`src/shared/mcs_regs.svh`:
```
`ifndef MCS_REGS_SVH
`define MCS_REGS_SVH
// byte offsets on the register bus
`define MCS_OFF_SETUP 6'h00
`define MCS_OFF_ENABLE 6'h04
`define MCS_OFF_STATUS 6'h08
`define MCS_OFF_CAL 6'h0c
`define MCS_OFF_OC 6'h10
`define MCS_OFF_OP 6'h14
`define MCS_OFF_UV 6'h18
`define MCS_OFF_OV 6'h1c
`define MCS_OFF_RES 6'h20
`define MCS_OFF_END 6'h30
// setup register fields
`define MCS_MODE_LSB 0
`define MCS_SCT_LSB 3
`define MCS_BCT_LSB 6
`define MCS_AVG_LSB 9
// status and enable bits
`define MCS_F_OC 0
`define MCS_F_OP 1
`define MCS_F_OV 2
`define MCS_F_UV 3
`define MCS_F_CML 4
`define MCS_F_OVF 5
`define MCS_F_CNVR 6
// reset values
`define MCS_RST_SETUP 16'h0127
`define MCS_RST_ENABLE 16'h0000
`define MCS_RST_CAL 16'h0000
`define MCS_RST_OC 16'h7ff0
`define MCS_RST_OP 16'hfff0
`define MCS_RST_UV 16'h8000
`define MCS_RST_OV 16'h7ff0
// timing
`define MCS_CLK_MHZ 100
`define MCS_SAMPLE_KHZ 500
`define MCS_WAKE_US 40
`define MCS_WAKE_CYC (`MCS_WAKE_US * `MCS_CLK_MHZ)
`define MCS_CT0_US 140
`define MCS_CT1_US 204
`define MCS_CT2_US 332
`define MCS_CT3_US 588
`define MCS_CT4_US 1100
`define MCS_CT5_US 2116
`define MCS_CT6_US 4156
`define MCS_CT7_US 8244
// averaging counts as powers of two
`define MCS_AVG0_SH 4'd0
`define MCS_AVG1_SH 4'd2
`define MCS_AVG2_SH 4'd4
`define MCS_AVG3_SH 4'd6
`define MCS_AVG4_SH 4'd7
`define MCS_AVG5_SH 4'd8
`define MCS_AVG6_SH 4'd9
`define MCS_AVG7_SH 4'd10
`endif

```
`src/shared/mcs_pkg.sv`:
```
// Purpose: types shared by the conversion sequencer
// Assumes: 32-bit avalon data, 16-bit registers
// Notes: state codes are one-hot
package mcs_pkg;
    typedef struct packed {
        logic read;
        logic write;
        logic [5:0] address;
        logic [3:0] byteenable;
        logic [31:0] writedata;
    } mcs_av_req_t;
    typedef struct packed {
        logic [15:0] shunt;
        logic [15:0] bus;
    } mcs_raw_t;
    typedef enum logic [5:0] {
        st_off = 6'h01,
        st_wake = 6'h02,
        st_shunt = 6'h04,
        st_bus = 6'h08,
        st_post = 6'h10,
        st_idle = 6'h20
    } mcs_state_t;
endpackage : mcs_pkg

```
`src/logic/mcs_top.sv`:
```
// Purpose: conversion sequencer, averaging, warnings and alert for a power monitor
// Assumes: converter results stable at conversion end; sample clock is a pin
// Notes: registers on avalon-mm, one word each
// Notes on behaviour
// [RL1] alert pin reports every warning, fault, overflow and ready, several at once
// [RL2] host-set current, power, bus under and over limits raise warnings
// [RL3] bus communication faults are flagged in the status register
// [RL4] ready and overflow flags are readable in the status register
// [RL5] ready rises when a conversion set finishes and a new one may start
// [RL6] host reads enable or status after each alert to find its cause
// [RL7] continuous mode repeats shunt then bus conversions without host action
// [RL8] current follows each shunt conversion and feeds the power result
// [RL9] sums accumulate to the average count, then all four results update
// [RL10] modes convert shunt only, bus only, or both
// [RL11] each triggered-mode setup write runs exactly one set of conversions
// [RL12] host rewrites setup for each further single shot
// [RL13] power-down stops conversions and switches the input front end off
// [RL14] leaving power-down waits a 40 us recovery before converting
// [RL15] registers stay accessible in power-down
// [RL16] power-down holds until an active mode is written
// [RL17] conversion periods span 140 us to 8.244 ms
// [RL18] shunt period, bus period and average count are separate fields
// [RL19] update interval is the sum of periods times the average count
// [RL20] conversion periods are counted in 500 kHz sample clock edges
// [RL21] host picks longest periods and most averages its timing allows
// [RL22] ready is set only after conversions, averaging and products finish
// [RL23] ready clears on non-power-down setup writes and enable register reads
// [RL24] power uses previous current and new bus value, adding no time
// [RL25] register access is fast enough for a 400 kHz serial host
// [RL26] alert drives low while an enabled flag is latched, releases when cleared
// [RL27] overflow flag sets when a computed result leaves 16-bit range
//
// Implementation choices: register access over Avalon-MM and the register addresses.
`include "mcs_regs.svh"
module mcs_top (
    // clock and reset
    input wire logic clk,
    input wire logic rst_b,
    // register bus
    input wire mcs_pkg::mcs_av_req_t av_req,
    output logic [31:0] av_readdata,
    output logic av_waitrequest,
    // converter
    input wire logic sample_clk_pin,
    input wire mcs_pkg::mcs_raw_t raw,
    output logic frontend_on,
    // open-drain alert pin
    input wire logic alert_i,
    output logic alert_o,
    output logic alert_oe_b
);
    import mcs_pkg::*;

    function automatic logic [15:0] merge(input logic [15:0] old, input logic [15:0] wd,
                                          input logic [1:0] be);
        merge = {be[1] ? wd[15:8] : old[15:8], be[0] ? wd[7:0] : old[7:0]};
    endfunction : merge

    function automatic logic [15:0] cfg_rst(input logic [2:0] i);
        case (i)
            3'h0: cfg_rst = `MCS_RST_SETUP;
            3'h1: cfg_rst = `MCS_RST_ENABLE;
            3'h3: cfg_rst = `MCS_RST_CAL;
            3'h4: cfg_rst = `MCS_RST_OC;
            3'h5: cfg_rst = `MCS_RST_OP;
            3'h6: cfg_rst = `MCS_RST_UV;
            3'h7: cfg_rst = `MCS_RST_OV;
            default: cfg_rst = 16'h0000;
        endcase
    endfunction : cfg_rst

    function automatic logic [12:0] ct_samples(input logic [2:0] s);
        int us;
        case (s)
            3'h0: us = `MCS_CT0_US;
            3'h1: us = `MCS_CT1_US;
            3'h2: us = `MCS_CT2_US;
            3'h3: us = `MCS_CT3_US;
            3'h4: us = `MCS_CT4_US;
            3'h5: us = `MCS_CT5_US;
            3'h6: us = `MCS_CT6_US;
            default: us = `MCS_CT7_US;
        endcase
        ct_samples = 13'(us * `MCS_SAMPLE_KHZ / 1000);
    endfunction : ct_samples

    function automatic logic [3:0] avg_sh(input logic [2:0] s);
        case (s)
            3'h0: avg_sh = `MCS_AVG0_SH;
            3'h1: avg_sh = `MCS_AVG1_SH;
            3'h2: avg_sh = `MCS_AVG2_SH;
            3'h3: avg_sh = `MCS_AVG3_SH;
            3'h4: avg_sh = `MCS_AVG4_SH;
            3'h5: avg_sh = `MCS_AVG5_SH;
            3'h6: avg_sh = `MCS_AVG6_SH;
            default: avg_sh = `MCS_AVG7_SH;
        endcase
    endfunction : avg_sh

    function automatic logic is_pd(input logic [2:0] m);
        is_pd = (m[1:0] == 2'b00);
    endfunction : is_pd

    function automatic mcs_state_t first_st(input logic [2:0] m);
        first_st = m[0] ? st_shunt : st_bus;
    endfunction : first_st

    function automatic logic signed [26:0] acc_add(input logic signed [26:0] a,
                                                   input logic en, input logic [15:0] v);
        acc_add = en ? a + {{11{v[15]}}, v} : a;
    endfunction : acc_add

    function automatic logic [15:0] avg16(input logic signed [26:0] a, input logic [3:0] s);
        logic signed [26:0] t;
        t = a >>> s;
        avg16 = t[15:0];
    endfunction : avg16

    // register bus slave
    logic wait_q;
    logic [31:0] rdata_q;
    logic [15:0] cfg_q [0:7];
    logic [15:0] res_q [0:3];
    logic [6:0] stat_q;
    logic alert_lvl_q;
    wire req = av_req.read | av_req.write;
    wire acc = req & ~wait_q;
    wire acc_wr = acc & av_req.write;
    wire acc_rd = acc & av_req.read;
    wire [5:0] adr = av_req.address;
    wire [2:0] cidx = adr[4:2];
    wire mapped = (adr[1:0] == 2'b00) & (adr < `MCS_OFF_END);
    wire is_res = mapped & (adr >= `MCS_OFF_RES);
    wire is_stat = (adr == `MCS_OFF_STATUS);
    wire wr_cfg = acc_wr & mapped & ~is_res & ~is_stat;
    wire wr_setup = acc_wr & (adr == `MCS_OFF_SETUP);
    wire wr_stat = acc_wr & is_stat;
    wire rd_en = acc_rd & (adr == `MCS_OFF_ENABLE);
    // a write to a result register is refused like an unmapped access
    wire bad = acc & (~mapped | (av_req.write & is_res));
    wire [15:0] cfg_wr = merge(cfg_q[cidx], av_req.writedata[15:0], av_req.byteenable[1:0]);
    wire [15:0] rd_cfg = is_stat ? {8'h00, alert_lvl_q, stat_q} : cfg_q[cidx];
    wire [15:0] rd_res = res_q[adr[3:2]];
    wire [31:0] rd_word = mapped ? {16'h0000, is_res ? rd_res : rd_cfg} : 32'h0000_0000;

    always_ff @(posedge clk or negedge rst_b) begin
        if (!rst_b) begin
            wait_q <= 1'b1;
            rdata_q <= 32'h0000_0000;
        end else begin
            wait_q <= ~(req & wait_q); // [RL25] [RL15]
            if (req & wait_q) begin
                rdata_q <= rd_word;
            end
        end
    end

    always_ff @(posedge clk or negedge rst_b) begin
        if (!rst_b) begin
            for (int i = 0; i < 8; i++) begin
                cfg_q[i] <= cfg_rst(3'(i));
            end
        end else if (wr_cfg) begin
            cfg_q[cidx] <= cfg_wr; // [RL2] [RL18]
        end
    end

    // setup fields
    wire [15:0] setup = cfg_q[0];
    wire [2:0] mode = setup[`MCS_MODE_LSB +: 3]; // [RL10]
    wire [2:0] sct = setup[`MCS_SCT_LSB +: 3]; // [RL18]
    wire [2:0] bct = setup[`MCS_BCT_LSB +: 3];
    wire [2:0] asel = setup[`MCS_AVG_LSB +: 3];
    wire [2:0] nmode = cfg_wr[`MCS_MODE_LSB +: 3];
    wire [15:0] en = cfg_q[1];
    wire [15:0] cal = cfg_q[3];

    // sample clock pin: three stages, edge once the later two agree
    logic [2:0] sclk_q;
    logic sclk_lvl_q;
    logic [2:0] apin_q;
    wire sclk_agree = (sclk_q[1] == sclk_q[2]);
    wire samp_edge = sclk_agree & sclk_q[2] & ~sclk_lvl_q; // [RL20]

    always_ff @(posedge clk or negedge rst_b) begin
        if (!rst_b) begin
            sclk_q <= 3'h0;
            sclk_lvl_q <= 1'b0;
            apin_q <= 3'h7;
            alert_lvl_q <= 1'b1;
        end else begin
            sclk_q <= {sclk_q[1:0], sample_clk_pin};
            apin_q <= {apin_q[1:0], alert_i};
            if (sclk_agree) begin
                sclk_lvl_q <= sclk_q[2];
            end
            if (apin_q[1] == apin_q[2]) begin
                alert_lvl_q <= apin_q[2];
            end
        end
    end

    // sequencer
    mcs_state_t st_q;
    mcs_state_t st_d;
    logic [12:0] samp_q;
    logic [11:0] wake_q;
    logic [10:0] navg_q;
    wire [12:0] ct_now = ct_samples(st_q == st_shunt ? sct : bct); // [RL17]
    wire conv_end = samp_edge & (samp_q == ct_now - 13'd1);
    wire [3:0] sh = avg_sh(asel);
    wire [10:0] avg_n = 11'd1 << sh;
    wire last = (navg_q == avg_n - 11'd1); // [RL19]
    wire upd = (st_q == st_post) & last;
    wire wake_done = (wake_q == 12'(`MCS_WAKE_CYC - 1));

    always_comb begin
        st_d = st_q;
        if (wr_setup) begin
            if (is_pd(nmode)) begin
                st_d = st_off; // [RL13]
            end else if (st_q == st_off || st_q == st_wake) begin
                st_d = st_wake; // [RL14]
            end else begin
                st_d = first_st(nmode); // [RL11]
            end
        end else begin
            unique case (st_q)
                st_off: st_d = st_off; // [RL16]
                st_wake: if (wake_done) st_d = first_st(mode);
                st_shunt: if (conv_end) st_d = mode[1] ? st_bus : st_post; // [RL7]
                st_bus: if (conv_end) st_d = st_post;
                st_post: st_d = (last & ~mode[2]) ? st_idle : first_st(mode); // [RL7]
                st_idle: st_d = st_idle; // [RL12]
                default: st_d = st_off;
            endcase
        end
    end

    always_ff @(posedge clk or negedge rst_b) begin
        if (!rst_b) begin
            st_q <= st_wake;
            samp_q <= 13'h0000;
            wake_q <= 12'h000;
        end else begin
            st_q <= st_d;
            samp_q <= (st_d != st_q || wr_setup) ? 13'h0000 : samp_q + 13'(samp_edge);
            wake_q <= (st_q != st_wake) ? 12'h000 : wake_q + 12'(!wake_done); // [RL14]
        end
    end

    always_ff @(posedge clk or negedge rst_b) begin
        if (!rst_b) begin
            navg_q <= 11'h000;
        end else if (wr_setup || upd) begin
            navg_q <= 11'h000; // [RL9]
        end else if (st_q == st_post) begin
            navg_q <= navg_q + 11'd1;
        end
    end

    // arithmetic; a skipped input reuses its last value
    logic [15:0] last_sh_q;
    logic [15:0] last_bus_q;
    logic [15:0] last_cur_q;
    logic signed [26:0] acc_q [0:3];
    wire sh_take = (st_q == st_shunt) & conv_end;
    wire bus_take = (st_q == st_bus) & conv_end;
    wire add_sh = sh_take | ((st_q == st_post) & ~mode[0]);
    wire add_bus = bus_take | ((st_q == st_post) & ~mode[1]);
    wire [15:0] sh_val = sh_take ? raw.shunt : last_sh_q;
    wire [15:0] bus_val = bus_take ? raw.bus : last_bus_q;
    wire signed [32:0] cur_full = $signed(sh_val) * $signed({1'b0, cal}); // [RL8]
    wire [15:0] cur_val = cur_full[26:11];
    // power takes the current held from the shunt step, so it costs no time
    wire signed [31:0] pw_full = $signed(last_cur_q) * $signed(bus_val); // [RL24]
    wire [15:0] pw_val = pw_full[27:12];
    wire cur_ovf = add_sh & (cur_full[32:27] != {6{cur_full[26]}}); // [RL27]
    wire pw_ovf = add_bus & (pw_full[31:28] != {4{pw_full[27]}});
    wire signed [26:0] sh_acc_d = acc_add(acc_q[0], add_sh, sh_val);
    wire signed [26:0] bus_acc_d = acc_add(acc_q[1], add_bus, bus_val);
    wire signed [26:0] cur_acc_d = acc_add(acc_q[2], add_sh, cur_val);
    wire signed [26:0] pw_acc_d = acc_add(acc_q[3], add_bus, pw_val);
    wire [15:0] sh_avg = avg16(sh_acc_d, sh);
    wire [15:0] bus_avg = avg16(bus_acc_d, sh);
    wire [15:0] cur_avg = avg16(cur_acc_d, sh);
    wire [15:0] pw_avg = avg16(pw_acc_d, sh);

    always_ff @(posedge clk or negedge rst_b) begin
        if (!rst_b) begin
            last_sh_q <= 16'h0000;
            last_bus_q <= 16'h0000;
            last_cur_q <= 16'h0000;
        end else begin
            if (add_sh) begin
                last_sh_q <= sh_val;
                last_cur_q <= cur_val; // [RL8]
            end
            if (add_bus) begin
                last_bus_q <= bus_val;
            end
        end
    end

    always_ff @(posedge clk or negedge rst_b) begin
        if (!rst_b) begin
            for (int i = 0; i < 4; i++) begin
                acc_q[i] <= 27'sh0;
                res_q[i] <= 16'h0000;
            end
        end else if (wr_setup || upd) begin
            for (int i = 0; i < 4; i++) begin
                acc_q[i] <= 27'sh0;
            end
            if (upd) begin
                res_q[0] <= sh_avg; // [RL9]
                res_q[1] <= bus_avg;
                res_q[2] <= cur_avg;
                res_q[3] <= pw_avg;
            end
        end else begin
            acc_q[0] <= sh_acc_d;
            acc_q[1] <= bus_acc_d;
            acc_q[2] <= cur_acc_d;
            acc_q[3] <= pw_acc_d;
        end
    end

    // warnings use the upper 12 bits only
    wire oc_hit = $signed(cur_avg[15:4]) > $signed(cfg_q[4][15:4]); // [RL2]
    wire op_hit = pw_avg[15:4] > cfg_q[5][15:4];
    wire uv_hit = $signed(bus_avg[15:4]) < $signed(cfg_q[6][15:4]);
    wire ov_hit = $signed(bus_avg[15:4]) > $signed(cfg_q[7][15:4]);

    // status flags: hardware set wins over any clear in the same cycle
    logic [6:0] set_v;
    logic [6:0] clr_v;
    always_comb begin
        set_v = 7'h00;
        set_v[`MCS_F_OC] = upd & oc_hit;
        set_v[`MCS_F_OP] = upd & op_hit;
        set_v[`MCS_F_OV] = upd & ov_hit;
        set_v[`MCS_F_UV] = upd & uv_hit;
        set_v[`MCS_F_CML] = bad; // [RL3]
        set_v[`MCS_F_OVF] = cur_ovf | pw_ovf; // [RL27]
        set_v[`MCS_F_CNVR] = upd; // [RL5] [RL22]
        clr_v = 7'h00;
        if (wr_stat && av_req.byteenable[0]) begin
            clr_v[5:0] = av_req.writedata[5:0];
        end
        clr_v[`MCS_F_CNVR] = (wr_setup & ~is_pd(nmode)) | rd_en; // [RL23]
    end

    logic alert_oe_b_q;
    logic frontend_q;
    wire alert_any = |(stat_q & en[6:0]);

    always_ff @(posedge clk or negedge rst_b) begin
        if (!rst_b) begin
            stat_q <= 7'h00;
            alert_oe_b_q <= 1'b1;
            frontend_q <= 1'b1;
        end else begin
            stat_q <= (stat_q & ~clr_v) | set_v; // [RL4]
            alert_oe_b_q <= ~alert_any; // [RL1] [RL26]
            frontend_q <= (st_d != st_off); // [RL13]
        end
    end

    assign av_readdata = rdata_q;
    assign av_waitrequest = wait_q;
    assign alert_o = 1'b0;
    assign alert_oe_b = alert_oe_b_q;
    assign frontend_on = frontend_q;

    // checks
    property p_cnvr_after_update;
        @(posedge clk) disable iff (!rst_b)
        $rose(stat_q[`MCS_F_CNVR]) |-> $past(st_q) == st_post;
    endproperty
    a_cnvr_after_update: assert property (p_cnvr_after_update) // [RL22]
        else $error("ready rose outside an update");
    property p_cnvr_clear_setup;
        @(posedge clk) disable iff (!rst_b)
        wr_setup && !is_pd(nmode) && !upd |=> !stat_q[`MCS_F_CNVR];
    endproperty
    a_cnvr_clear_setup: assert property (p_cnvr_clear_setup) // [RL23]
        else $error("ready not cleared by setup write");
    property p_cnvr_clear_read;
        @(posedge clk) disable iff (!rst_b)
        rd_en && !upd |=> !stat_q[`MCS_F_CNVR];
    endproperty
    a_cnvr_clear_read: assert property (p_cnvr_clear_read) // [RL23]
        else $error("ready not cleared by enable read");
    property p_alert_follows;
        @(posedge clk) disable iff (!rst_b)
        alert_any |=> !alert_oe_b ##1 (alert_oe_b == !$past(alert_any));
    endproperty
    a_alert_follows: assert property (p_alert_follows) // [RL26]
        else $error("alert pin does not follow latched flags");
    property p_pd_write;
        @(posedge clk) disable iff (!rst_b)
        wr_setup && is_pd(nmode) |=> st_q == st_off ##1 !frontend_on;
    endproperty
    a_pd_write: assert property (p_pd_write) // [RL13]
        else $error("power-down write ignored");
    property p_wake_length;
        @(posedge clk) disable iff (!rst_b)
        st_q == st_wake && st_d != st_wake && !wr_setup |-> wake_done;
    endproperty
    a_wake_length: assert property (p_wake_length) // [RL14]
        else $error("recovery cut short");
    property p_bus_answer;
        @(posedge clk) disable iff (!rst_b)
        req && wait_q |=> !av_waitrequest ##1 av_waitrequest;
    endproperty
    a_bus_answer: assert property (p_bus_answer) // [RL25]
        else $error("waitrequest did not pulse low");
    property p_one_shot;
        @(posedge clk) disable iff (!rst_b)
        st_q == st_idle && !wr_setup |=> st_q == st_idle;
    endproperty
    a_one_shot: assert property (p_one_shot) // [RL11]
        else $error("idle left without setup write");
    property p_conv_length;
        @(posedge clk) disable iff (!rst_b)
        st_q == st_shunt && st_d != st_shunt && !wr_setup |-> samp_q == ct_now - 13'd1;
    endproperty
    a_conv_length: assert property (p_conv_length) // [RL17]
        else $error("shunt conversion wrong length");
    property p_cml_flag;
        @(posedge clk) disable iff (!rst_b)
        bad |=> stat_q[`MCS_F_CML];
    endproperty
    a_cml_flag: assert property (p_cml_flag) // [RL3]
        else $error("bad access not flagged");
    property p_ovf_flag;
        @(posedge clk) disable iff (!rst_b)
        cur_ovf || pw_ovf |=> stat_q[`MCS_F_OVF];
    endproperty
    a_ovf_flag: assert property (p_ovf_flag) // [RL27]
        else $error("overflow not flagged");
    property p_continuous;
        @(posedge clk) disable iff (!rst_b)
        upd && mode[2] && !wr_setup |=> st_q == $past(first_st(mode));
    endproperty
    a_continuous: assert property (p_continuous) // [RL7]
        else $error("continuous mode stopped");
    c_update: cover property (@(posedge clk) disable iff (!rst_b) upd);
    c_idle: cover property (@(posedge clk) disable iff (!rst_b) st_q == st_idle);
    c_alert: cover property (@(posedge clk) disable iff (!rst_b) $fell(alert_oe_b));
    c_wake: cover property (@(posedge clk) disable iff (!rst_b) st_q == st_wake && wake_done);
endmodule : mcs_top

```
`config.mk`:
```
export PLATFORM = sky130hd
export DESIGN_NAME = mcs_top
export DESIGN_NICKNAME = d
export VERILOG_FILES = /design/src/shared/mcs_pkg.sv /design/src/logic/mcs_top.sv
export VERILOG_INCLUDE_DIRS = /design/src /design/src/shared
export SDC_FILE = /design/constraint.sdc
export NUM_CORES = 2
export LEC_CHECK = 0
export BUFFER_PORTS_ARGS = -buffer_cell sky130_fd_sc_hd__buf_2
export CAP_MARGIN = 0
export CORE_MARGIN = 2
export CORE_UTILIZATION = 55
export CTS_BUF_LIST = sky130_fd_sc_hd__clkbuf_2
export CTS_CLUSTER_SIZE = 10
export DETAILED_ROUTE_END_ITERATION = 8
export MAX_ROUTING_LAYER = met4
export PLACE_DENSITY = 0.7
export SYNTH_ARGS = -nofsm -noshare
export SYNTH_HDL_FRONTEND = slang
export SYNTH_SLANG_ARGS = --single-unit
```
`constraint.sdc`:
```
create_clock -name clk -period 85 [get_ports clk]
set_clock_uncertainty 0.15 [all_clocks]
set_input_delay 4.25 -clock clk [delete_from_list [all_inputs] [get_ports clk]]
set_output_delay 4.25 -clock clk [all_outputs]
set_load 0.01 [all_outputs]
```
==> key figures <==
Global route
  – Pin count of the biggest net entering global routing: 82
  – Overflow after GRT: 0
  – Vias in the first global route: around 46000
  – Initial antenna violation count: 18
  – Global-route wire length before repair: between 200000 and 300000 microns
  – Total global-route track usage: 0.326

Status
  – Outcome: complete, no violations

Synthesis
  – Synth Area in Adders: 0.269
  – EDFF count, synth: 0
  – Synth Instances: about 6200
  – Synth cell types: about 130
  – Ys flop type: dfrtp_1
  – Yosys top cell by area: fa_1
  – Avg Cell Area, Syn: about 9 sq um
  – Post-synthesis mux area share: 0.107
  – Ys Warns: 0
  – Synth Area in Compound Gates: 0.142
  – Post-synth ARST share: 1.00
  – Simple-gate share of the synthesized area: 0.170
  – Top-count cell post-synth: inv_1
  – Top cells by area, synth: fa_1 18%, dfrtp_1 17%, ha_1 9.2%, inv_1 5.4%, nand2_1 4.3%
  – Synth top cells by count: 780 x inv_1, 629 x nand2_1, 483 x fa_1
  – #FFs+latches synth: 420
  – Top cell type's share of synthesized area: 0.177
  – Mapped cell area: 54700 sq um
  – Xor and xnor area share after synthesis: 0.0401
  – Main combinational cell family by area after synthesis: adder cells
  – Sequential area share after synthesis: 0.193

Worst setup path
  – CP peak stage delay: roughly 0.84 ns
  – R2R Setup Slk: roughly 49 ns
  – Slowest CP cell: nor2_1
  – Critical R2R Capture: stat_q[0]$_DFF_PN0_
  – Startpoint Class: flip-flop
  – Critical Path AT: between 30 and 40 ns
  – WS Path Type: reg2reg
  – CP Capture Type: flip-flop
  – Critical path required time: approximately 86 ns
  – Worst-case reg-to-reg path depth: 125
  – Worst-path fanout max: 33
  – RR Startpoint: st_q[4]$_DFF_PN0_
  – CP dominant cell by count: o21ai_0

Route
  – Vias per cell: 6.07
  – Post-Route WL: around 160000 microns
  – Post-route DRC: 0
  – Via count: 46195
  – Final ANT Viol Nets: 0
  – DRC violation total after the first TritonRoute iteration: a little over 4000
  – WL per Instance: 20.9 microns
  – DR pass1 iterations: 6

Clock network
  – Resized Gates After CTS: 0
  – Clk root buf: clkbuf_2
  – Hold-fix buffers at CTS: 0
  – CTS Buf Count: roughly 120
  – Htree depth: 3
  – CTS tree: built
  – Clock Sink Count: between 400 and 500
  – Clock transition at path regs: between 0.1 and 0.15 ns
  – Setup Fix Bufs, Post-CTS: 0
  – Worst skew pair latency: around 1.3 ns
  – Clk buf depth: 3

Placed design
  – PortBufs: 80
  – Inst Count DP: 7380
  – Pre-CTS setup slack: approximately 51 ns
  – GP Congestion: roughly 0.97
  – Detailed placement HPWL: about 120000 microns

Worst hold path
  – Hold path depth: 0
  – Hold endpoint: apin_q[1]$_DFF_PN1_
  – Hold crit path type: reg2reg
  – HP Start: apin_q[0]$_DFF_PN1_

STA
  – Final period util: 0.420
  – Max Slew Vio Count: 0
  – Fmax: between 0.02 and 0.03 GHz
  – Final setup fails: 0
  – Period minus WS final: about 36 ns
  – RSZ-0062 raised after global routing: false
  – Worst-Margin Slew: around 1.3 ns
  – Setup TNS: 0 ns
  – Final Hold Fails: 0
  – Setup ws final: 49.30 ns
  – Rel. slew slack: 0.138

Die
  – Row cnt: 115
  – Die X: about 320 microns
  – Die area: around 100000 sq um
  – Io pins: ~120
  – Core Box Area: 98400 sq um
  – Die Y: ~320 microns
  – Starting Density: 0.555

Layout
  – Area growth syn-to-layout: 4.78%
  – Fillers: 8793
  – Post-Layout Cell Count: 7610
  – Layout cells sized above 1: 0.121
  – Nets: 7176

Flow run
  – Max cap viols: 0
[worst max-delay path by stage]
| stage | start | end | cells past startpoint |
|---|---|---|---|
| after floorplan | st_q[4]$_DFF_PN0_ | stat_q[0]$_DFF_PN0_ | 135 |
| after global placement | st_q[4]$_DFF_PN0_ | stat_q[0]$_DFF_PN0_ | 126 |
| after detailed placement | st_q[4]$_DFF_PN0_ | stat_q[0]$_DFF_PN0_ | 125 |
| after CTS | st_q[4]$_DFF_PN0_ | stat_q[0]$_DFF_PN0_ | 125 |
| after global routing | st_q[4]$_DFF_PN0_ | stat_q[0]$_DFF_PN0_ | 129 |
| final | st_q[4]$_DFF_PN0_ | stat_q[0]$_DFF_PN0_ | 125 |
[flip-flops by register name, indices dropped and copies added (netlist names), 11 cells and up]
name         flops
acc_q          104
navg_q          11
last_cur_q      16
last_sh_q       16
av_readdata     16
cal             16
res_q           64
samp_q          13
setup           16
wake_q          12
cfg_q           80
en              16
last_bus_q      16
[worst max-delay path, delay by kind of cell, from the launching register on]
family          cells  cell delay, ns
fa+ha+maj          16            6.92
compound gates     48           11.77
simple gates       44           11.98
mux                 6            2.22
xor+xnor            3            1.03
buf+inv             8            0.85
flops               1            0.53
[layout make-up]
class | instances | area [sq um] | area share
Inverter | 786 | 2950 | 0.0515
Tap cell | 1287 | 1610 | 0.0281
Antenna cell | 15 | 37.5 | 0.000655
Multi-Input combinational cell | 4725 | 40000 | 0.698
Clock inverter | 61 | 340 | 0.00594
Clock buffer | 154 | 771 | 0.0135
Timing Repair Buffer | 162 | 1030 | 0.0180
Sequential cell | 420 | 10600 | 0.185
[kinds of logic after synthesis]
logic type | count (synthesis)
flip-flops | 420
AO/OA/AOI/OAI | 1177
XOR/XNOR | 248
other | 2
multiplexers | 485
adder cells (fa/ha/maj) | 887
buffers and inverters | 1101
AND/OR/NAND/NOR | 1908
[placed cells by master (no fill, tap or decap), types with 32 or more instances in the layout]
master    Yosys  routed
or3_1        33      33
nand2b_1     37      36
mux2i_1     224     222
nor2_1      474     470
a21oi_1     325     324
dfrtp_1     372     372
o211ai_1     32      32
clkinv_1      3      48
a21o_1       53      53
and2_1      233     233
mux4_2       56      56
a211oi_1     52      52
and3_1       35      35
fa_1        483     483
o21ai_0     261     261
o21bai_1     44      44
nand4_1      45      45
xnor2_1     169     167
a31oi_1      45      45
nor3_1       96      95
mux2_2      198     198
inv_1       780     780
dfstp_2      48      48
xor2_1       76      76
nand2_1     629     627
buf_2        26      78
clkbuf_2      0     154
nor2b_1      86      86
nand3_1      87      87
buf_4        27      83
ha_1        402     402
o21ai_1      33      32
[routing by layer]
metal | GRT usage | vias to the layer above | wire length [microns]
li1 | - | 21118 | -
met1 | 0.467 | 22923 | 71500
met2 | 0.483 | 1879 | 70100
met3 | 0.0509 | 275 | 13300
met4 | 0.0862 | 0 | 4150
met5 | - | - | 0
[per-stage QoR]
stage                util  cell area [sq um]  hold WS, ns
floorplan               -              54700        0.181
global placement    0.570              56100        0.185
detailed placement  0.570              56100        0.201
CTS                 0.582              57200        0.192
global route        0.582              57300        0.208
finish              0.582              57300        0.186
Power is not shown: default switching activity piles up to over one toggle a cycle in this logic, so the estimate is an artifact.
